`src/rtl/mfc_map.vh`:
```
/*
 Constants for the multifunction counter control block: strobe indices,
 mode codes, range codes, divider counts and strobe timing.
 Assumes a single 250 MHz clock and plain Verilog-2005 includers.
*/
`ifndef MFC_MAP_VH
`define MFC_MAP_VH
`define MFC_MODE_FREQ 3'h0
`define MFC_MODE_PERIOD 3'h1
`define MFC_MODE_RATIO 3'h2
`define MFC_MODE_INTERVAL 3'h3
`define MFC_MODE_UNIT 3'h4
`define MFC_MODE_SELFTEST 3'h5
`define MFC_STB_FIRST 3'h0
`define MFC_STB_SECOND 3'h1
`define MFC_STB_THIRD 3'h2
`define MFC_STB_FOURTH 3'h3
`define MFC_STB_FIFTH 3'h4
`define MFC_STB_EIGHTH 3'h7
`define MFC_CLK_MHZ 250
`define MFC_STROBE_US 250
`define MFC_STROBE_CYC (`MFC_STROBE_US * `MFC_CLK_MHZ)
`define MFC_SAMPLE_CYC (`MFC_STROBE_CYC - 1)
`define MFC_DIV_10M 17'd99999
`define MFC_DIV_1M 17'd9999
`define MFC_DEC_MAX 4'h9
`define MFC_RANGE_RST 2'h0
`define MFC_MODE_RST 3'h0
`endif

```
`src/rtl/mfc_latch.v`:
```
/*
 Display latch: holds the eight decade digits shown on the display.
 Assumes its load strobe comes from the control block on the same clock.
*/
`timescale 1ns/1ps
`default_nettype none
module mfc_latch (
   input wire i_clk,          // system clock
   input wire i_reset_n,      // async reset, active low
   input wire i_load,         // load pulse
   input wire [31:0] i_data,  // bcd digits to store
   output reg [31:0] o_data   // registered display value
);
   always @(posedge i_clk or negedge i_reset_n) begin
      if (!i_reset_n) begin
         o_data <= 32'h0;
      end else if (i_load) begin
         o_data <= i_data;
      end
   end
endmodule
`default_nettype wire

```
`src/rtl/mfc_ctrl.v`:
```
/*
 Multifunction counter control: strobe scan, selection decode, routing of
 inputs A, B and the timebase to the main and reference counters, windows,
 abort, hold and display latching.
 Assumes the timebase arrives as a pin level; all pins are synchronised
 here, so timebase and inputs must be well below a quarter of the clock.
*/
`timescale 1ns/1ps
`default_nettype none
`include "mfc_map.vh"
module mfc_ctrl #(
   parameter STROBE_CYC = `MFC_STROBE_CYC   // cycles per digit strobe
) (
   input wire i_clk,              // 250 MHz clock
   input wire i_reset_n,          // async reset, active low
   input wire i_in_a,             // measurement input A
   input wire i_in_b,             // measurement input B
   input wire i_osc,              // on-board timebase level
   input wire i_ext_osc,          // external timebase level
   input wire i_hold,             // hold, active high
   input wire i_function_n,       // function selection line, active low
   input wire i_range_n,          // range selection line, active low
   input wire i_control_n,        // control selection line, active low
   input wire i_ext_point_select_line_n, // external point line, active low
   output reg [7:0] o_digit_strobe,  // one-hot digit scan
   output reg [2:0] o_mode,       // decoded operating mode
   output reg [1:0] o_range,      // decoded range 0..3
   output reg o_display_off,      // display off selected
   output reg o_display_test,     // display test selected
   output reg o_sel_1mhz,         // 1MHz timebase selected
   output reg o_sel_ext_osc,      // external timebase selected
   output reg [7:0] o_point,      // decimal point per digit
   output reg o_meas_busy,        // measurement in progress
   output reg o_overflow,         // main counter overflowed
   output wire [31:0] o_display   // latched bcd count
);
   localparam [31:0] LAST_CYC = STROBE_CYC - 1;
   reg [2:0] a_s_r, b_s_r, o_s_r, e_s_r;
   reg [1:0] h_s_r, f_s_r, r_s_r, c_s_r, p_s_r;
   reg [17:0] scan_cnt_r;
   reg [2:0] scan_idx_r;
   reg [7:0] ctl_acc_r;
   reg [7:0] pt_acc_r;
   reg [2:0] mode_pend_r;
   reg [1:0] range_pend_r;
   reg fsel_seen_r, rsel_seen_r;
   reg [7:0] ext_pt_r;
   reg ext_pt_en_r;
   reg [16:0] div_r;
   reg [31:0] main_r;
   reg [15:0] ref_r;
   reg gate_r, armed_r, load_r;
   reg [2:0] mode_prev_r;
   reg [1:0] range_prev_r;
   reg hold_prev_r;
   reg [31:0] main_nxt;
   reg [15:0] ref_nxt;
   wire a_fall, b_fall, tb_fall, tick, sample, abort, main_ev, ref_ev, ref_end;
   wire [31:0] ref_inc_w;
   wire [31:0] main_inc;
   wire [15:0] ref_inc;

   // one bcd increment of a packed decade string
   function [31:0] bcd_inc;
      input [31:0] v;
      input [3:0] n;
      integer k;
      reg c;
      begin
         bcd_inc = v;
         c = 1'b1;
         for (k = 0; k < 8; k = k + 1) begin
            if (k < n && c) begin
               if (v[k*4 +: 4] == `MFC_DEC_MAX) begin
                  bcd_inc[k*4 +: 4] = 4'h0;
               end else begin
                  bcd_inc[k*4 +: 4] = v[k*4 +: 4] + 4'h1;
                  c = 1'b0;
               end
            end
         end
      end
   endfunction

   // falling edge from the two synchronised stages
   function fall;
      input [2:0] s;
      begin
         fall = s[2] & ~s[1];
      end
   endfunction

   always @(posedge i_clk or negedge i_reset_n) begin
      if (!i_reset_n) begin
         a_s_r <= 3'h0;
         b_s_r <= 3'h0;
         o_s_r <= 3'h0;
         e_s_r <= 3'h0;
         h_s_r <= 2'h0;
         f_s_r <= 2'h3;
         r_s_r <= 2'h3;
         c_s_r <= 2'h3;
         p_s_r <= 2'h3;
      end else begin
         a_s_r <= {a_s_r[1:0], i_in_a};
         b_s_r <= {b_s_r[1:0], i_in_b};
         o_s_r <= {o_s_r[1:0], i_osc};
         e_s_r <= {e_s_r[1:0], i_ext_osc};
         h_s_r <= {h_s_r[0], i_hold};
         f_s_r <= {f_s_r[0], i_function_n};
         r_s_r <= {r_s_r[0], i_range_n};
         c_s_r <= {c_s_r[0], i_control_n};
         p_s_r <= {p_s_r[0], i_ext_point_select_line_n};
      end
   end

   // edges taken from stages two and three only
   assign a_fall = fall(a_s_r);
   assign b_fall = fall(b_s_r);
   assign tb_fall = o_sel_ext_osc ? fall(e_s_r) : fall(o_s_r);
   assign sample = ({14'h0, scan_cnt_r} == LAST_CYC);
   // sample at the strobe's last cycle, inside the settled half

   always @(posedge i_clk or negedge i_reset_n) begin
      if (!i_reset_n) begin
         scan_cnt_r <= 18'h0;
         scan_idx_r <= 3'h0;
         o_digit_strobe <= 8'h01;
      end else if (sample) begin
         scan_cnt_r <= 18'h0;
         scan_idx_r <= scan_idx_r + 3'h1;
         o_digit_strobe <= {o_digit_strobe[6:0], o_digit_strobe[7]};
      end else begin
         scan_cnt_r <= scan_cnt_r + 18'h1;
      end
   end

   // selection decode: a low line while a strobe is up selects it
   always @(posedge i_clk or negedge i_reset_n) begin
      if (!i_reset_n) begin
         ctl_acc_r <= 8'h0;
         pt_acc_r <= 8'h0;
         mode_pend_r <= `MFC_MODE_RST;
         range_pend_r <= `MFC_RANGE_RST;
         fsel_seen_r <= 1'b0;
         rsel_seen_r <= 1'b0;
         o_mode <= `MFC_MODE_RST;
         o_range <= `MFC_RANGE_RST;
         o_display_off <= 1'b0;
         o_display_test <= 1'b0;
         o_sel_1mhz <= 1'b0;
         o_sel_ext_osc <= 1'b0;
         ext_pt_r <= 8'h0;
         ext_pt_en_r <= 1'b0;
      end else if (sample && !(o_display_off && h_s_r[1])) begin
         if (!f_s_r[1]) begin
            fsel_seen_r <= 1'b1;
            case (scan_idx_r)
               `MFC_STB_FIRST: mode_pend_r <= `MFC_MODE_FREQ;
               `MFC_STB_EIGHTH: mode_pend_r <= `MFC_MODE_PERIOD;
               `MFC_STB_SECOND: mode_pend_r <= `MFC_MODE_RATIO;
               `MFC_STB_FIFTH: mode_pend_r <= `MFC_MODE_INTERVAL;
               `MFC_STB_FOURTH: mode_pend_r <= `MFC_MODE_UNIT;
               `MFC_STB_THIRD: mode_pend_r <= `MFC_MODE_SELFTEST;
               default: mode_pend_r <= mode_pend_r;
            endcase
         end
         if (!r_s_r[1] && scan_idx_r <= `MFC_STB_FOURTH) begin
            rsel_seen_r <= 1'b1;
            range_pend_r <= scan_idx_r[1:0];
         end
         ctl_acc_r[scan_idx_r] <= ~c_s_r[1];
         pt_acc_r[scan_idx_r] <= ~p_s_r[1];
         if (scan_idx_r == `MFC_STB_EIGHTH) begin
            // frame complete: commit all selections at once; the eighth
            // strobe's own pick has not reached the pending register yet
            if (!f_s_r[1]) o_mode <= `MFC_MODE_PERIOD;
            else if (fsel_seen_r) o_mode <= mode_pend_r;
            if (rsel_seen_r) o_range <= range_pend_r;
            fsel_seen_r <= 1'b0;
            rsel_seen_r <= 1'b0;
            o_sel_ext_osc <= ctl_acc_r[`MFC_STB_FIRST];
            o_sel_1mhz <= ctl_acc_r[`MFC_STB_SECOND];
            ext_pt_en_r <= ctl_acc_r[`MFC_STB_THIRD];
            o_display_test <= ~c_s_r[1];
            o_display_off <= ctl_acc_r[`MFC_STB_FOURTH] & h_s_r[1];
            ext_pt_r <= {~p_s_r[1], pt_acc_r[6:0]};
         end
      end else if (o_display_off && !h_s_r[1]) begin
         o_display_off <= 1'b0;
      end
   end

   // timebase to 100Hz tick
   assign tick = tb_fall &&
      (div_r == (o_sel_1mhz ? `MFC_DIV_1M : `MFC_DIV_10M));
   always @(posedge i_clk or negedge i_reset_n) begin
      if (!i_reset_n) begin
         div_r <= 17'h0;
      end else if (tb_fall) begin
         div_r <= tick ? 17'h0 : div_r + 17'h1;
      end
   end

   // routing per mode
   assign main_ev = (o_mode == `MFC_MODE_PERIOD ||
                     o_mode == `MFC_MODE_INTERVAL) ? tb_fall :
                    (o_mode == `MFC_MODE_SELFTEST) ? tb_fall :
                    a_fall;
   assign ref_ev = (o_mode == `MFC_MODE_PERIOD) ? a_fall :
                   (o_mode == `MFC_MODE_RATIO) ? b_fall :
                   (o_mode == `MFC_MODE_INTERVAL) ? b_fall :
                   tick;
   assign ref_inc_w = bcd_inc({16'h0, ref_r}, 4'h4);
   assign ref_inc = ref_inc_w[15:0];
   assign ref_end = ref_ev &&
      ((o_range == 2'h0 && ref_r == 16'h0000) ||
       (o_range == 2'h1 && ref_r == 16'h0009) ||
       (o_range == 2'h2 && ref_r == 16'h0099) ||
       (o_range == 2'h3 && ref_r == 16'h0999));
   assign main_inc = bcd_inc(main_r, 4'h8);

   // a mode change, or outside unit mode a range change or hold, throws away the window
   assign abort = (o_mode != mode_prev_r) ||
      (o_mode != `MFC_MODE_UNIT &&
       (o_range != range_prev_r || (h_s_r[1] && !hold_prev_r)));

   always @* begin
      main_nxt = main_r;
      ref_nxt = ref_r;
      if (ref_ev && gate_r) begin
         ref_nxt = ref_inc;
      end
      if (main_ev && gate_r) begin
         // interval counts only between an A fall and the next B fall
         if (o_mode != `MFC_MODE_INTERVAL || armed_r) begin
            main_nxt = main_inc;
         end
      end
   end

   always @(posedge i_clk or negedge i_reset_n) begin
      if (!i_reset_n) begin
         main_r <= 32'h0;
         ref_r <= 16'h0;
         gate_r <= 1'b0;
         armed_r <= 1'b0;
         load_r <= 1'b0;
         mode_prev_r <= `MFC_MODE_RST;
         range_prev_r <= `MFC_RANGE_RST;
         hold_prev_r <= 1'b0;
         o_meas_busy <= 1'b0;
         o_overflow <= 1'b0;
      end else begin
         mode_prev_r <= o_mode;
         range_prev_r <= o_range;
         hold_prev_r <= h_s_r[1];
         load_r <= 1'b0;
         if (o_mode == `MFC_MODE_UNIT) begin
            gate_r <= 1'b1;
            o_meas_busy <= 1'b1;
            if (a_fall) begin
               main_r <= main_inc;
               if (main_r == 32'h99999999) o_overflow <= 1'b1;
            end
            if (abort) begin
               main_r <= 32'h0;
               o_overflow <= 1'b0;
            end
            load_r <= !h_s_r[1];
         end else if (abort || h_s_r[1] || o_display_off) begin
            main_r <= 32'h0;
            ref_r <= 16'h0;
            gate_r <= 1'b0;
            armed_r <= 1'b0;
            o_meas_busy <= 1'b0;
         end else if (!gate_r) begin
            // window opens on the first reference event, or on the first A fall in interval mode
            if (o_mode == `MFC_MODE_INTERVAL ? a_fall : ref_ev) begin
               gate_r <= 1'b1;
               armed_r <= 1'b1;
               main_r <= 32'h0;
               ref_r <= 16'h0;
               o_overflow <= 1'b0;
               o_meas_busy <= 1'b1;
            end
         end else begin
            main_r <= main_nxt;
            ref_r <= ref_nxt;
            if (main_ev && main_r == 32'h99999999) o_overflow <= 1'b1;
            if (o_mode == `MFC_MODE_INTERVAL) begin
               if (a_fall) armed_r <= 1'b1;
               if (b_fall) armed_r <= 1'b0;
            end
            // single range: the next reference event after the start ends it
            if (o_mode == `MFC_MODE_INTERVAL ? (b_fall && armed_r &&
                  (o_range == 2'h0 || ref_end)) : ref_end) begin
               gate_r <= 1'b0;
               load_r <= 1'b1;
               o_meas_busy <= 1'b0;
            end
         end
      end
   end

   // decimal point per mode and range, kHz for frequency
   always @(posedge i_clk or negedge i_reset_n) begin
      if (!i_reset_n) begin
         o_point <= 8'h0;
      end else if (o_display_test) begin
         o_point <= 8'hff;
      end else if (ext_pt_en_r) begin
         o_point <= {o_overflow, ext_pt_r[6:0]};
      end else begin
         case (o_mode)
            `MFC_MODE_UNIT: o_point <= {o_overflow, 7'h01};
            `MFC_MODE_RATIO: o_point <= {o_overflow, 7'h01 << o_range};
            default: o_point <= {o_overflow, 7'h02 << o_range};
         endcase
      end
   end

   mfc_latch u_latch (
      .i_clk(i_clk),
      .i_reset_n(i_reset_n),
      .i_load(load_r),
      .i_data(main_r),
      .o_data(o_display)
   );
endmodule
`default_nettype wire

```
`config.mk`:
```
export PLATFORM = sky130hd
export DESIGN_NAME = mfc_ctrl
export DESIGN_NICKNAME = d
export VERILOG_FILES = /design/src/rtl/mfc_latch.v /design/src/rtl/mfc_ctrl.v
export VERILOG_INCLUDE_DIRS = /design/src /design/src/rtl
export SDC_FILE = /design/constraint.sdc
export NUM_CORES = 1
export LEC_CHECK = 0
export BUFFER_PORTS_ARGS = -buffer_cell sky130_fd_sc_hd__buf_2
export CAP_MARGIN = 20
export CORE_MARGIN = 5
export CORE_UTILIZATION = 50
export CTS_CLUSTER_SIZE = 28
export DETAILED_ROUTE_END_ITERATION = 8
export PLACE_DENSITY = 0.73
export SLEW_MARGIN = 20
export SYNTH_ARGS = -nofsm -noshare
export SYNTH_HDL_FRONTEND = slang
export SYNTH_SLANG_ARGS = --single-unit
```
`constraint.sdc`:
```
create_clock -name i_clk -period 2.6 [get_ports i_clk]
set_clock_uncertainty 0.2 [all_clocks]
set_input_delay 0.26 -clock i_clk [delete_from_list [all_inputs] [get_ports i_clk]]
set_output_delay 0.26 -clock i_clk [all_outputs]
set_load 0.05 [all_outputs]
```
==> impl_metrics.env, run 1 <==
export IMPL_placed_cells=1233
export IMPL_cts_buffers=21
export IMPL_violations="negative setup slack"
export IMPL_power_per_cell_area_nw_per_um2=549
export IMPL_drc=0
export IMPL_layout_common_cells="dfrtp_1 (186), nand2_1 (98), buf_4 (76), buf_2 (68), nor2_1 (65)"
export IMPL_ys_warn_count=0
export IMPL_grt_overflow=0
export IMPL_pwr_share_comb=0.034
export IMPL_clkTransAtPathRegs_ns=0.06
export IMPL_setup_viol=2
export IMPL_hold_ws_ns=0.117
export IMPL_cts_tree="done"
export IMPL_grt_total_usage=0.192
export IMPL_start_kind="flip-flop"
export IMPL_dp_hpwl_mm=14.1
export IMPL_wl_per_cell_um=16.5
export IMPL_drt_iter0_drc=447
export IMPL_syn_inst=895
export IMPL_fin_nets=1094
export IMPL_syn_nets=941
export IMPL_swShare=0.216
export IMPL_cp_data_arrival_time_ns=2.84
export IMPL_max_slew_margin=0.656
export IMPL_p_seq_frac=0.498
export IMPL_die_w_um=148
export IMPL_setup_ws_ns=-0.0137
export IMPL_grt_pass1_wl_mm=35.6
export IMPL_htree_num_levels=1
export IMPL_crit_type="reg -> reg"
export IMPL_grt_max_degree=63
export IMPL_synth_area_um2=9510
export IMPL_yosys_cell_types_count=69
export IMPL_final_layout_size_suffix_gt1_frac=0.286
export IMPL_min_period_over_period=1.01
export IMPL_final_max_slew_violation_count=0
export IMPL_port_buffer_count=69
export IMPL_coreArea_um2=18700
export IMPL_clockBufferDepth=3
export IMPL_ctsRootBufferMaster="clkbuf_16"
export IMPL_peakVddDrop_v=0.000572
export IMPL_crit_required_ns=2.83
export IMPL_cts_sinks=201
export IMPL_clk_latency_ns=0.49
export IMPL_routed_wl_mm=21.3
export IMPL_drv_cap=0
export IMPL_viasPerCell=5.62
export IMPL_hp_class="in -> async"
export IMPL_outcome="finished with violations"
export IMPL_startpoint="o_sel_ext_osc"
export IMPL_grt_pass1_vias=7163
export IMPL_antenna_found_initial=0
export IMPL_rows=50
export IMPL_r2r_start="o_sel_ext_osc"
export IMPL_drtPass1Iterations=5
export IMPL_start_util=0.508
export IMPL_synth_seq_area_share=0.530
export IMPL_worstMarginPinSlew_ns=0.516
export IMPL_dieArea_um2=21900
export IMPL_clockPowerShare=0.468
export IMPL_hold_viol_final=0
export IMPL_clock_fmax_mhz=383
export IMPL_gp_congestion=0.825
export IMPL_async_reset_ff_frac=1.00
export IMPL_diodes=0
export IMPL_rsz0062_at_grt="true"
export IMPL_ys_ff_latch=201
export IMPL_syn2layout_area_growth_pct=24.0
export IMPL_synth_flop_cell="dfrtp_1"
export IMPL_p_sw_mw=1.40
export IMPL_p_int_mw=5.08
export IMPL_vias=7279
export IMPL_p_leak_nw=5.67
export IMPL_die_h_um=148
export IMPL_period_needed_ns=2.61
export IMPL_io_pins=70
export IMPL_synth_edf_count=0
export IMPL_layout_commonest_cell="dfrtp_1"
export IMPL_end_kind="flip-flop"
export IMPL_avgSynthCellArea_um2=10.6
export IMPL_drtAntennaViolNets=0
export IMPL_crit_fanout=16
export IMPL_fin_cells=1296
-- routing by layer --
layer / GRT usage / part of all wire / up-vias
li1: - / - / 3516
met3: 0.0294 / 0.055 / 48
met1: 0.273 / 0.45 / 3555
met5: 0 / 0 / -
met4: 0.0467 / 0.022 / 0
met2: 0.312 / 0.47 / 160
-- metrics by stage --
stage / TNS (ns) / total power, mW / setup WS, ns / area (um2) / utilization
after floorplan: -3.57 / 3.34 / -0.203 / 9560 / -
after global placement: -0.0544 / 3.47 / -0.0544 / 10600 / 0.566
after detailed placement: -0.559 / 3.48 / -0.204 / 10600 / 0.566
after CTS: -0.204 / 6.53 / -0.0376 / 11500 / 0.614
after global routing: -1.84 / 6.70 / -0.157 / 11800 / 0.630
final: -0.0146 / 6.47 / -0.0137 / 11800 / 0.630
-- synthesized netlist by cell type, drive strengths merged, types with 2 or more instances --
cell type | count | share of area
dfrtp | 192 | 0.51
nand3b | 13 | 0.010
or3b | 3 | 0.0030
nand4 | 14 | 0.0092
o211ai | 2 | 0.0016
o21a | 4 | 0.0032
or4 | 4 | 0.0032
a211o | 2 | 0.0018
o22ai | 3 | 0.0020
and3 | 12 | 0.0079
a31oi | 2 | 0.0013
nor4b | 5 | 0.0068
nor4 | 6 | 0.0046
xor2 | 7 | 0.0064
nand2b | 8 | 0.0053
or2 | 3 | 0.0020
dfstp | 9 | 0.025
mux2i | 3 | 0.0032
a21o | 7 | 0.0055
nand4b | 3 | 0.0028
nor3 | 12 | 0.0086
a211oi | 6 | 0.0047
nor3b | 3 | 0.0024
xnor2 | 26 | 0.024
nor2b | 7 | 0.0046
and4 | 2 | 0.0018
o41ai | 15 | 0.015
a2bb2oi | 2 | 0.0018
nand2 | 99 | 0.040
buf | 15 | 0.011
or3 | 6 | 0.0039
mux2 | 46 | 0.054
clkbuf | 19 | 0.0075
nor2 | 67 | 0.026
ha | 35 | 0.046
nand3 | 39 | 0.021
o31ai | 31 | 0.025
inv | 30 | 0.012
o21ai | 80 | 0.043
a21oi | 34 | 0.019
and2 | 6 | 0.0039
-- cell families after synthesis --
logic type                 synth area share
DFF                                   0.530
xor gates and xnor gates             0.0304
AOI/OAI and AO/OA                     0.135
adders and majority gates            0.0461
muxes                                0.0576
and+or+nand+nor                       0.170
buffers and inverters                0.0301
-- power groups by stage --
stage	combinational, mW	sequential (mW)	clock, mW
2_1_floorplan	0.0710	3.27	0
3_3_place_gp	0.195	3.28	0
3_5_place_dp	0.200	3.28	0
4_1_cts	0.218	3.22	3.09
5_1_grt	0.252	3.23	3.22
6_report	0.223	3.22	3.03
-- final timing paths --
check | to | slack [ns] | cells after the start
setup / recovery | ref_r[7] | -0.01 | 9
hold / removal | pt_acc_r[6] | 0.12 | 2
setup reg to reg | ref_r[7] | -0.01 | 9
hold reg to reg | h_s_r[1] | 0.15 | 0
max in group asynchronous | o_sel_ext_osc | 1.41 | 3
min in group i_clk | h_s_r[1] | 0.15 | 0
-- critical path, cell delays in order, from the launching register on --
cell and delay [ns]:
dfrtp_2 0.40, or3b_4 0.43, a21oi_4 0.20, nor2_2 0.07
a2111oi_4 0.35, buf_4 0.20, o31ai_4 0.06, buf_12 0.15
or4_1 0.39, nand3_1 0.08
-- registers in the layout, indices dropped and copies added, names as in the netlist, 4 cells and up --
signal and count:
scan_cnt_r 18, ext_pt_r 7, o_point 8, div_r 17, ref_r 16, u_latch.o_data 32
ctl_acc_r 4, main_r 32, pt_acc_r 7, o_digit_strobe 8
-- final cells by class --
type / count / area, um2
Timing Repair Buffer: 164 / 1180
Multi-Input combinational cell: 630 / 4460
Clock buffer: 30 / 599
Fill cell: 1420 / 6920
Inverter: 30 / 113
Sequential cell: 201 / 5050
Clock inverter: 7 / 92.6
Tap cell: 234 / 293
-- timing repair --
item                                    in CTS  in global routing
hold endpoints to repair                   149                  0
setup buffers                                6                  9
pin swaps                                    9                 19
hold buffers                                10                  0
cloned                                       0                  2
endpoints found under the setup margin      17                 47
resized for setup                           14                 44
Note: power is estimated with default switching activity, not from simulation.
==> run 2: changes to the inputs <==
Settings changed: CELL_PAD_IN_SITES_DETAIL_PLACEMENT set to 1, CELL_PAD_IN_SITES_GLOBAL_PLACEMENT set to 1, CORE_UTILIZATION 50 to 43, PLACE_DENSITY 0.73 to 0.77, SLEW_MARGIN 20 to 25.
==> run 2 against run 1 <==
The flow still finishes with violations (negative setup slack). Global-route usage up 0.80 points. Combinational power rose by 13%. Die area up 15%. Critical endpoint is now main_r[23]. Highest routed layer unchanged.
==> impl_metrics.env, run 2 (same netlist as run 1, synthesis figures left out) <==
export IMPL_outcome="finished with violations"
export IMPL_violations="negative setup slack"
export IMPL_setup_viol=34
export IMPL_drtAntennaViolNets=0
export IMPL_cp_data_arrival_time_ns=3.13
export IMPL_drtPass1Iterations=5
export IMPL_port_buffer_count=69
export IMPL_routed_wl_mm=28.8
export IMPL_grt_total_usage=0.200
export IMPL_setup_ws_ns=-0.362
export IMPL_crit_required_ns=2.77
export IMPL_drt_iter0_drc=431
export IMPL_clock_fmax_mhz=338
export IMPL_grt_max_degree=77
export IMPL_largest_registers="main_r x32, u_latch.o_data x32, scan_cnt_r x18"
export IMPL_drc=0
export IMPL_die_h_um=159
export IMPL_hold_viol_final=0
export IMPL_max_slew_margin=0.575
export IMPL_cts_sinks=201
export IMPL_rows=54
export IMPL_io_pins=70
export IMPL_final_layout_size_suffix_gt1_frac=0.340
export IMPL_die_w_um=159
export IMPL_dieArea_um2=25200
export IMPL_layout_common_cells="dfrtp_1 (182), nand2_1 (96), buf_4 (93), buf_2 (69), nor2_1 (66)"
export IMPL_startpoint="main_r[12]"
export IMPL_antenna_found_initial=0
export IMPL_vias=7852
export IMPL_viasPerCell=5.72
export IMPL_crit_fanout=6
export IMPL_stdcell_area_um2=12500
export IMPL_grt_pass1_wl_mm=41.6
export IMPL_power_per_cell_area_nw_per_um2=551
export IMPL_peakVddDrop_v=0.000528
export IMPL_r2r_start="main_r[12]"
export IMPL_min_period_over_period=1.14
export IMPL_dp_hpwl_mm=16.7
export IMPL_crit_type="reg -> reg"
export IMPL_clockBufferDepth=3
export IMPL_period_needed_ns=2.96
export IMPL_p_seq_frac=0.470
export IMPL_postPlaceCellArea_um2=10700
export IMPL_grt_pass1_vias=8163
export IMPL_cts_buffers=23
export IMPL_p_leak_nw=5.91
export IMPL_clk_latency_ns=0.52
export IMPL_worstMarginPinSlew_ns=0.638
export IMPL_pwr_share_comb=0.037
export IMPL_drv_cap=0
export IMPL_gp_congestion=0.807
export IMPL_coreArea_um2=21800
export IMPL_clkTransAtPathRegs_ns=0.06
export IMPL_layout_commonest_cell="dfrtp_1"
export IMPL_syn2layout_area_growth_pct=31.2
export IMPL_ctsRootBufferMaster="clkbuf_16"
export IMPL_reg2reg_depth=9
export IMPL_fin_setup_tns_ns=-4.00
export IMPL_grt_overflow=0
export IMPL_end_kind="flip-flop"
export IMPL_p_sw_mw=1.53
export IMPL_clockPowerShare=0.493
export IMPL_final_max_slew_violation_count=0
export IMPL_htree_num_levels=1
export IMPL_wl_per_cell_um=21.0
export IMPL_swShare=0.222
export IMPL_hp_class="in -> async"
export IMPL_start_util=0.436
export IMPL_p_int_mw=5.35
export IMPL_start_kind="flip-flop"
export IMPL_fillers=2349
export IMPL_fin_nets=1121
export IMPL_cts_tree="done"
export IMPL_rsz0062_at_grt="true"
export IMPL_diodes=0
==> run 2: cell types whose count changed in the layout (fill, tap and decap cells not counted), sizes merged <==
| cell | before | now |
|---|---|---|
| clkinvlp | 3 | 0 |
| buf | 152 | 175 |
| clkinv | 2 | 5 |
| inv | 30 | 31 |
| bufinv | 2 | 3 |
| clkbuf | 32 | 37 |
==> run 2: worst paths after layout <==
check | to | slack (ns)
max | main_r[23] | -0.36
min | o_digit_strobe[5] | 0.15
max reg2reg | main_r[23] | -0.36
min reg2reg | a_s_r[1] | 0.15
max in group asynchronous | o_sel_ext_osc | 1.28
min in group i_clk | a_s_r[1] | 0.15
==> run 2: metal layers <==
metal | track usage | part of all wire | up-vias
li1 | - | - | 3561
met1 | 0.265 | 0.42 | 4066
met2 | 0.347 | 0.51 | 157
met3 | 0.0277 | 0.036 | 68
met4 | 0.0508 | 0.030 | 0
met5 | 0 | 0 | -
==> run 2: repair_timing <==
action | in CTS | in global routing
hold buffers | 10 | 0
hold endpoints to repair | 81 | 0
gates cloned | 0 | 5
pin swaps | 2 | 33
setup buffers | 1 | 29
setup endpoints to repair | 35 | 46
gates resized for setup | 7 | 120
==> run 2: metrics by stage <==
stage	hold WS, ns	cells	utilization	total power, mW	setup slack [ns]
after global routing	0.155	1372	0.572	7.11	-0.353
final	0.151	1372	0.572	6.88	-0.362
after floorplan	-0.236	895	-	3.34	-0.203
after CTS	0.152	1338	0.533	6.89	-0.0744
after global placement	0.134	1285	0.490	3.48	-0.0550
after detailed placement	0.138	1285	0.490	3.49	-0.213
==> run 2: power groups by stage <==
stage	Clock [mW]	Sequential (mW)	Combinational (mW)
after floorplan	0	3.27	0.0710
after detailed placement	0	3.28	0.210
after CTS	3.44	3.23	0.225
after global routing	3.59	3.24	0.279
after global placement	0	3.28	0.202
final	3.39	3.23	0.252
==> run 2: cell type report <==
type	count	area, um2	share of cell area
Multi-Input combinational cell	630	4740	0.380
Tap cell	280	350	0.0281
Clock buffer	33	663	0.0531
Inverter	30	113	0.00903
Sequential cell	201	5050	0.405
Clock inverter	9	124	0.00993
Timing Repair Buffer	189	1430	0.115
==> run 2: critical path: stages (launching register included) <==
cell and delay, ns:
dfrtp_2 0.49, ha_4 0.19, nand3b_1 0.26, nor4_4 0.50, nand2b_1 0.20, nor3_4 0.34
buf_4 0.18, nor3_1 0.05, o31ai_1 0.29, o41ai_2 0.13
==> run 3: changes to the inputs <==
Settings changed: CTS_BUF_LIST set to sky130_fd_sc_hd__clkbuf_16, TNS_END_PERCENT set to 30.
==> run 3 against run 2 <==
The flow still finishes with violations (negative setup slack). Setup slack better by 0.32 ns. Non-clock buffer count is 10 lower. Critical endpoint is now ref_r[7]. Hold slack lost 0.00052 ns. Clock power down 5%. Clock-buffer cell count shrank 9. Die area stayed put. Utilization fell by 1.8 points. Sequential power is essentially flat. Flip-flop and latch count is the same. First-iteration DRC count fell by 36%. Design area shrank 3.1%. Routed wire length is 11% lower.
==> impl_metrics.env, run 3 (same netlist as run 1, synthesis figures left out) <==
export IMPL_drtAntennaViolNets=0
export IMPL_fin_setup_tns_ns=-0.334
export IMPL_grt_pass1_vias=8247
export IMPL_setup_viol=16
export IMPL_die_h_um=159
export IMPL_outcome="finished with violations"
export IMPL_violations="negative setup slack"
export IMPL_min_period_over_period=1.02
export IMPL_io_pins=70
export IMPL_drtPass1Iterations=4
export IMPL_end_kind="flip-flop"
export IMPL_coreArea_um2=21800
export IMPL_hp_class="reg -> reg"
export IMPL_period_needed_ns=2.64
export IMPL_htree_num_levels=1
export IMPL_setup_ws_ns=-0.0429
export IMPL_r2r_slack_ns=-0.04
export IMPL_ctsRootBufferMaster="clkbuf_16"
export IMPL_cts_sinks=201
export IMPL_clockBufferDepth=3
export IMPL_routed_wl_mm=25.6
export IMPL_rsz0062_at_grt="true"
export IMPL_viasPerCell=5.59
export IMPL_layout_common_cells="dfrtp_1 (188), nand2_1 (98), buf_4 (87), buf_2 (68), nor2_1 (65)"
export IMPL_clkTransAtPathRegs_ns=0.06
export IMPL_grt_overflow=0
export IMPL_dp_hpwl_mm=17.3
export IMPL_r2r_start="o_sel_1mhz"
export IMPL_cts_buffers=24
export IMPL_cp_data_arrival_time_ns=2.89
export IMPL_hold_ws_ns=0.151
export IMPL_start_util=0.436
export IMPL_crit_slowest_cell="dfrtp_1"
export IMPL_drc=0
export IMPL_crit_required_ns=2.85
export IMPL_grt_max_degree=83
export IMPL_fin_total_pwr_mw=6.70
export IMPL_p_leak_nw=5.80
export IMPL_peakVddDrop_v=0.000435
export IMPL_diodes=0
export IMPL_hold_path_depth=0
export IMPL_vias=7628
export IMPL_drv_cap=0
export IMPL_start_kind="flip-flop"
export IMPL_power_per_cell_area_nw_per_um2=554
export IMPL_crit_type="reg -> reg"
export IMPL_final_layout_size_suffix_gt1_frac=0.304
export IMPL_hold_viol_final=0
export IMPL_gp_congestion=0.805
export IMPL_port_buffer_count=69
export IMPL_cpMostUsedCell="buf_4"
export IMPL_largest_registers="main_r x32, u_latch.o_data x32, scan_cnt_r x18"
export IMPL_reg2reg_to="ref_r[7]"
export IMPL_antenna_found_initial=0
export IMPL_reg2reg_depth=10
export IMPL_critical_path_max_stage_delay_ns=0.39
export IMPL_drt_iter0_drc=274
export IMPL_clock_fmax_mhz=378
export IMPL_rows=54
export IMPL_cts_tree="done"
export IMPL_max_slew_margin=0.532
export IMPL_syn2layout_area_growth_pct=27.1
export IMPL_path_cells="nand4b_1, nor4b_4, buf_4, o2111a_1, o21a_1, buf_4, o31ai_4, buf_6, or4_1, nand3_1"
export IMPL_grt_pass1_wl_mm=42.2
export IMPL_die_w_um=159
export IMPL_grt_total_usage=0.203
export IMPL_stdcell_area_um2=12100
export IMPL_fin_nets=1112
export IMPL_hold_end="h_s_r[1]"
export IMPL_wl_per_cell_um=18.8
export IMPL_layout_commonest_cell="dfrtp_1"
export IMPL_worstMarginPinSlew_ns=0.702
export IMPL_final_max_slew_violation_count=0
export IMPL_clk_latency_ns=0.53
export IMPL_min_delay_start="h_s_r[0]"
export IMPL_dieArea_um2=25200
export IMPL_postPlaceCellArea_um2=10800
export IMPL_crit_fanout=6
-- run 3: cell types whose count changed in the layout (fill, tap and decap cells not counted), sizes merged --
cell | previous run | this run
buf | 175 | 167
bufinv | 3 | 2
clkbuf | 37 | 26
clkinv | 5 | 12
clkinvlp | 0 | 3
inv | 31 | 33
-- run 3: final cells by class --
type / instances / area [um2]
multi-input combinational: 630 / 4500
clock inverter: 20 / 164
tap: 280 / 350
sequential: 201 / 5050
timing repair buffer: 179 / 1310
fill: 2382 / 9740
clock buffer: 24 / 601
inverter: 30 / 113
-- run 3: report_power, final --
part	internal [mW]	leakage (nW)	total [mW]	switching, mW
registers	3.18	2.71	3.22	0.0402
logic	0.0980	2.71	0.243	0.145
clock network	1.89	0.375	3.23	1.34
total	5.17	5.80	6.70	1.53
-- run 3: worst max path at each step --
stage,start,endpoint,slack [ns],cells past startpoint
detailed placement,o_sel_1mhz,ref_r[13],-0.30,8
global route,o_sel_1mhz,main_r[22],-0.14,9
finish,o_sel_1mhz,ref_r[7],-0.04,10
global placement,div_r[4],ref_r[13],-0.13,8
floorplan,o_mode[1],main_r[26],-0.20,11
CTS,o_mode[0],ref_r[5],-0.17,7
-- run 3: worst max-delay path, delay by kind of cell, from the launching register on --
| kind | cells | cell delay, ns |
|---|---|---|
| buf+inv | 3 | 0.45 |
| compound gates | 3 | 0.47 |
| flops | 1 | 0.39 |
| simple gates | 4 | 1.08 |
-- run 3: layer usage --
layer	GRT usage	routed length, um
met3	0.0299	1100
met1	0.272	11300
met4	0.0520	534
met5	0	0
met2	0.349	12700
-- run 3: repair_timing --
action / in CTS / in global routing
setup buffers: 7 / 5
resized for setup: 33 / 47
gates cloned: 0 / 2
endpoints found under the setup margin: 38 / 52
pin swaps: 19 / 18
hold buffers: 10 / 0
endpoints found under the hold margin: 83 / 0
-- run 3: stage by stage --
step	worst slack [ns]	std cells	utilization
floorplan	-0.203	895	-
global placement	-0.131	1297	0.494
detailed placement	-0.303	1297	0.494
CTS	-0.166	1358	0.543
global route	-0.144	1364	0.554
finish	-0.0429	1364	0.554
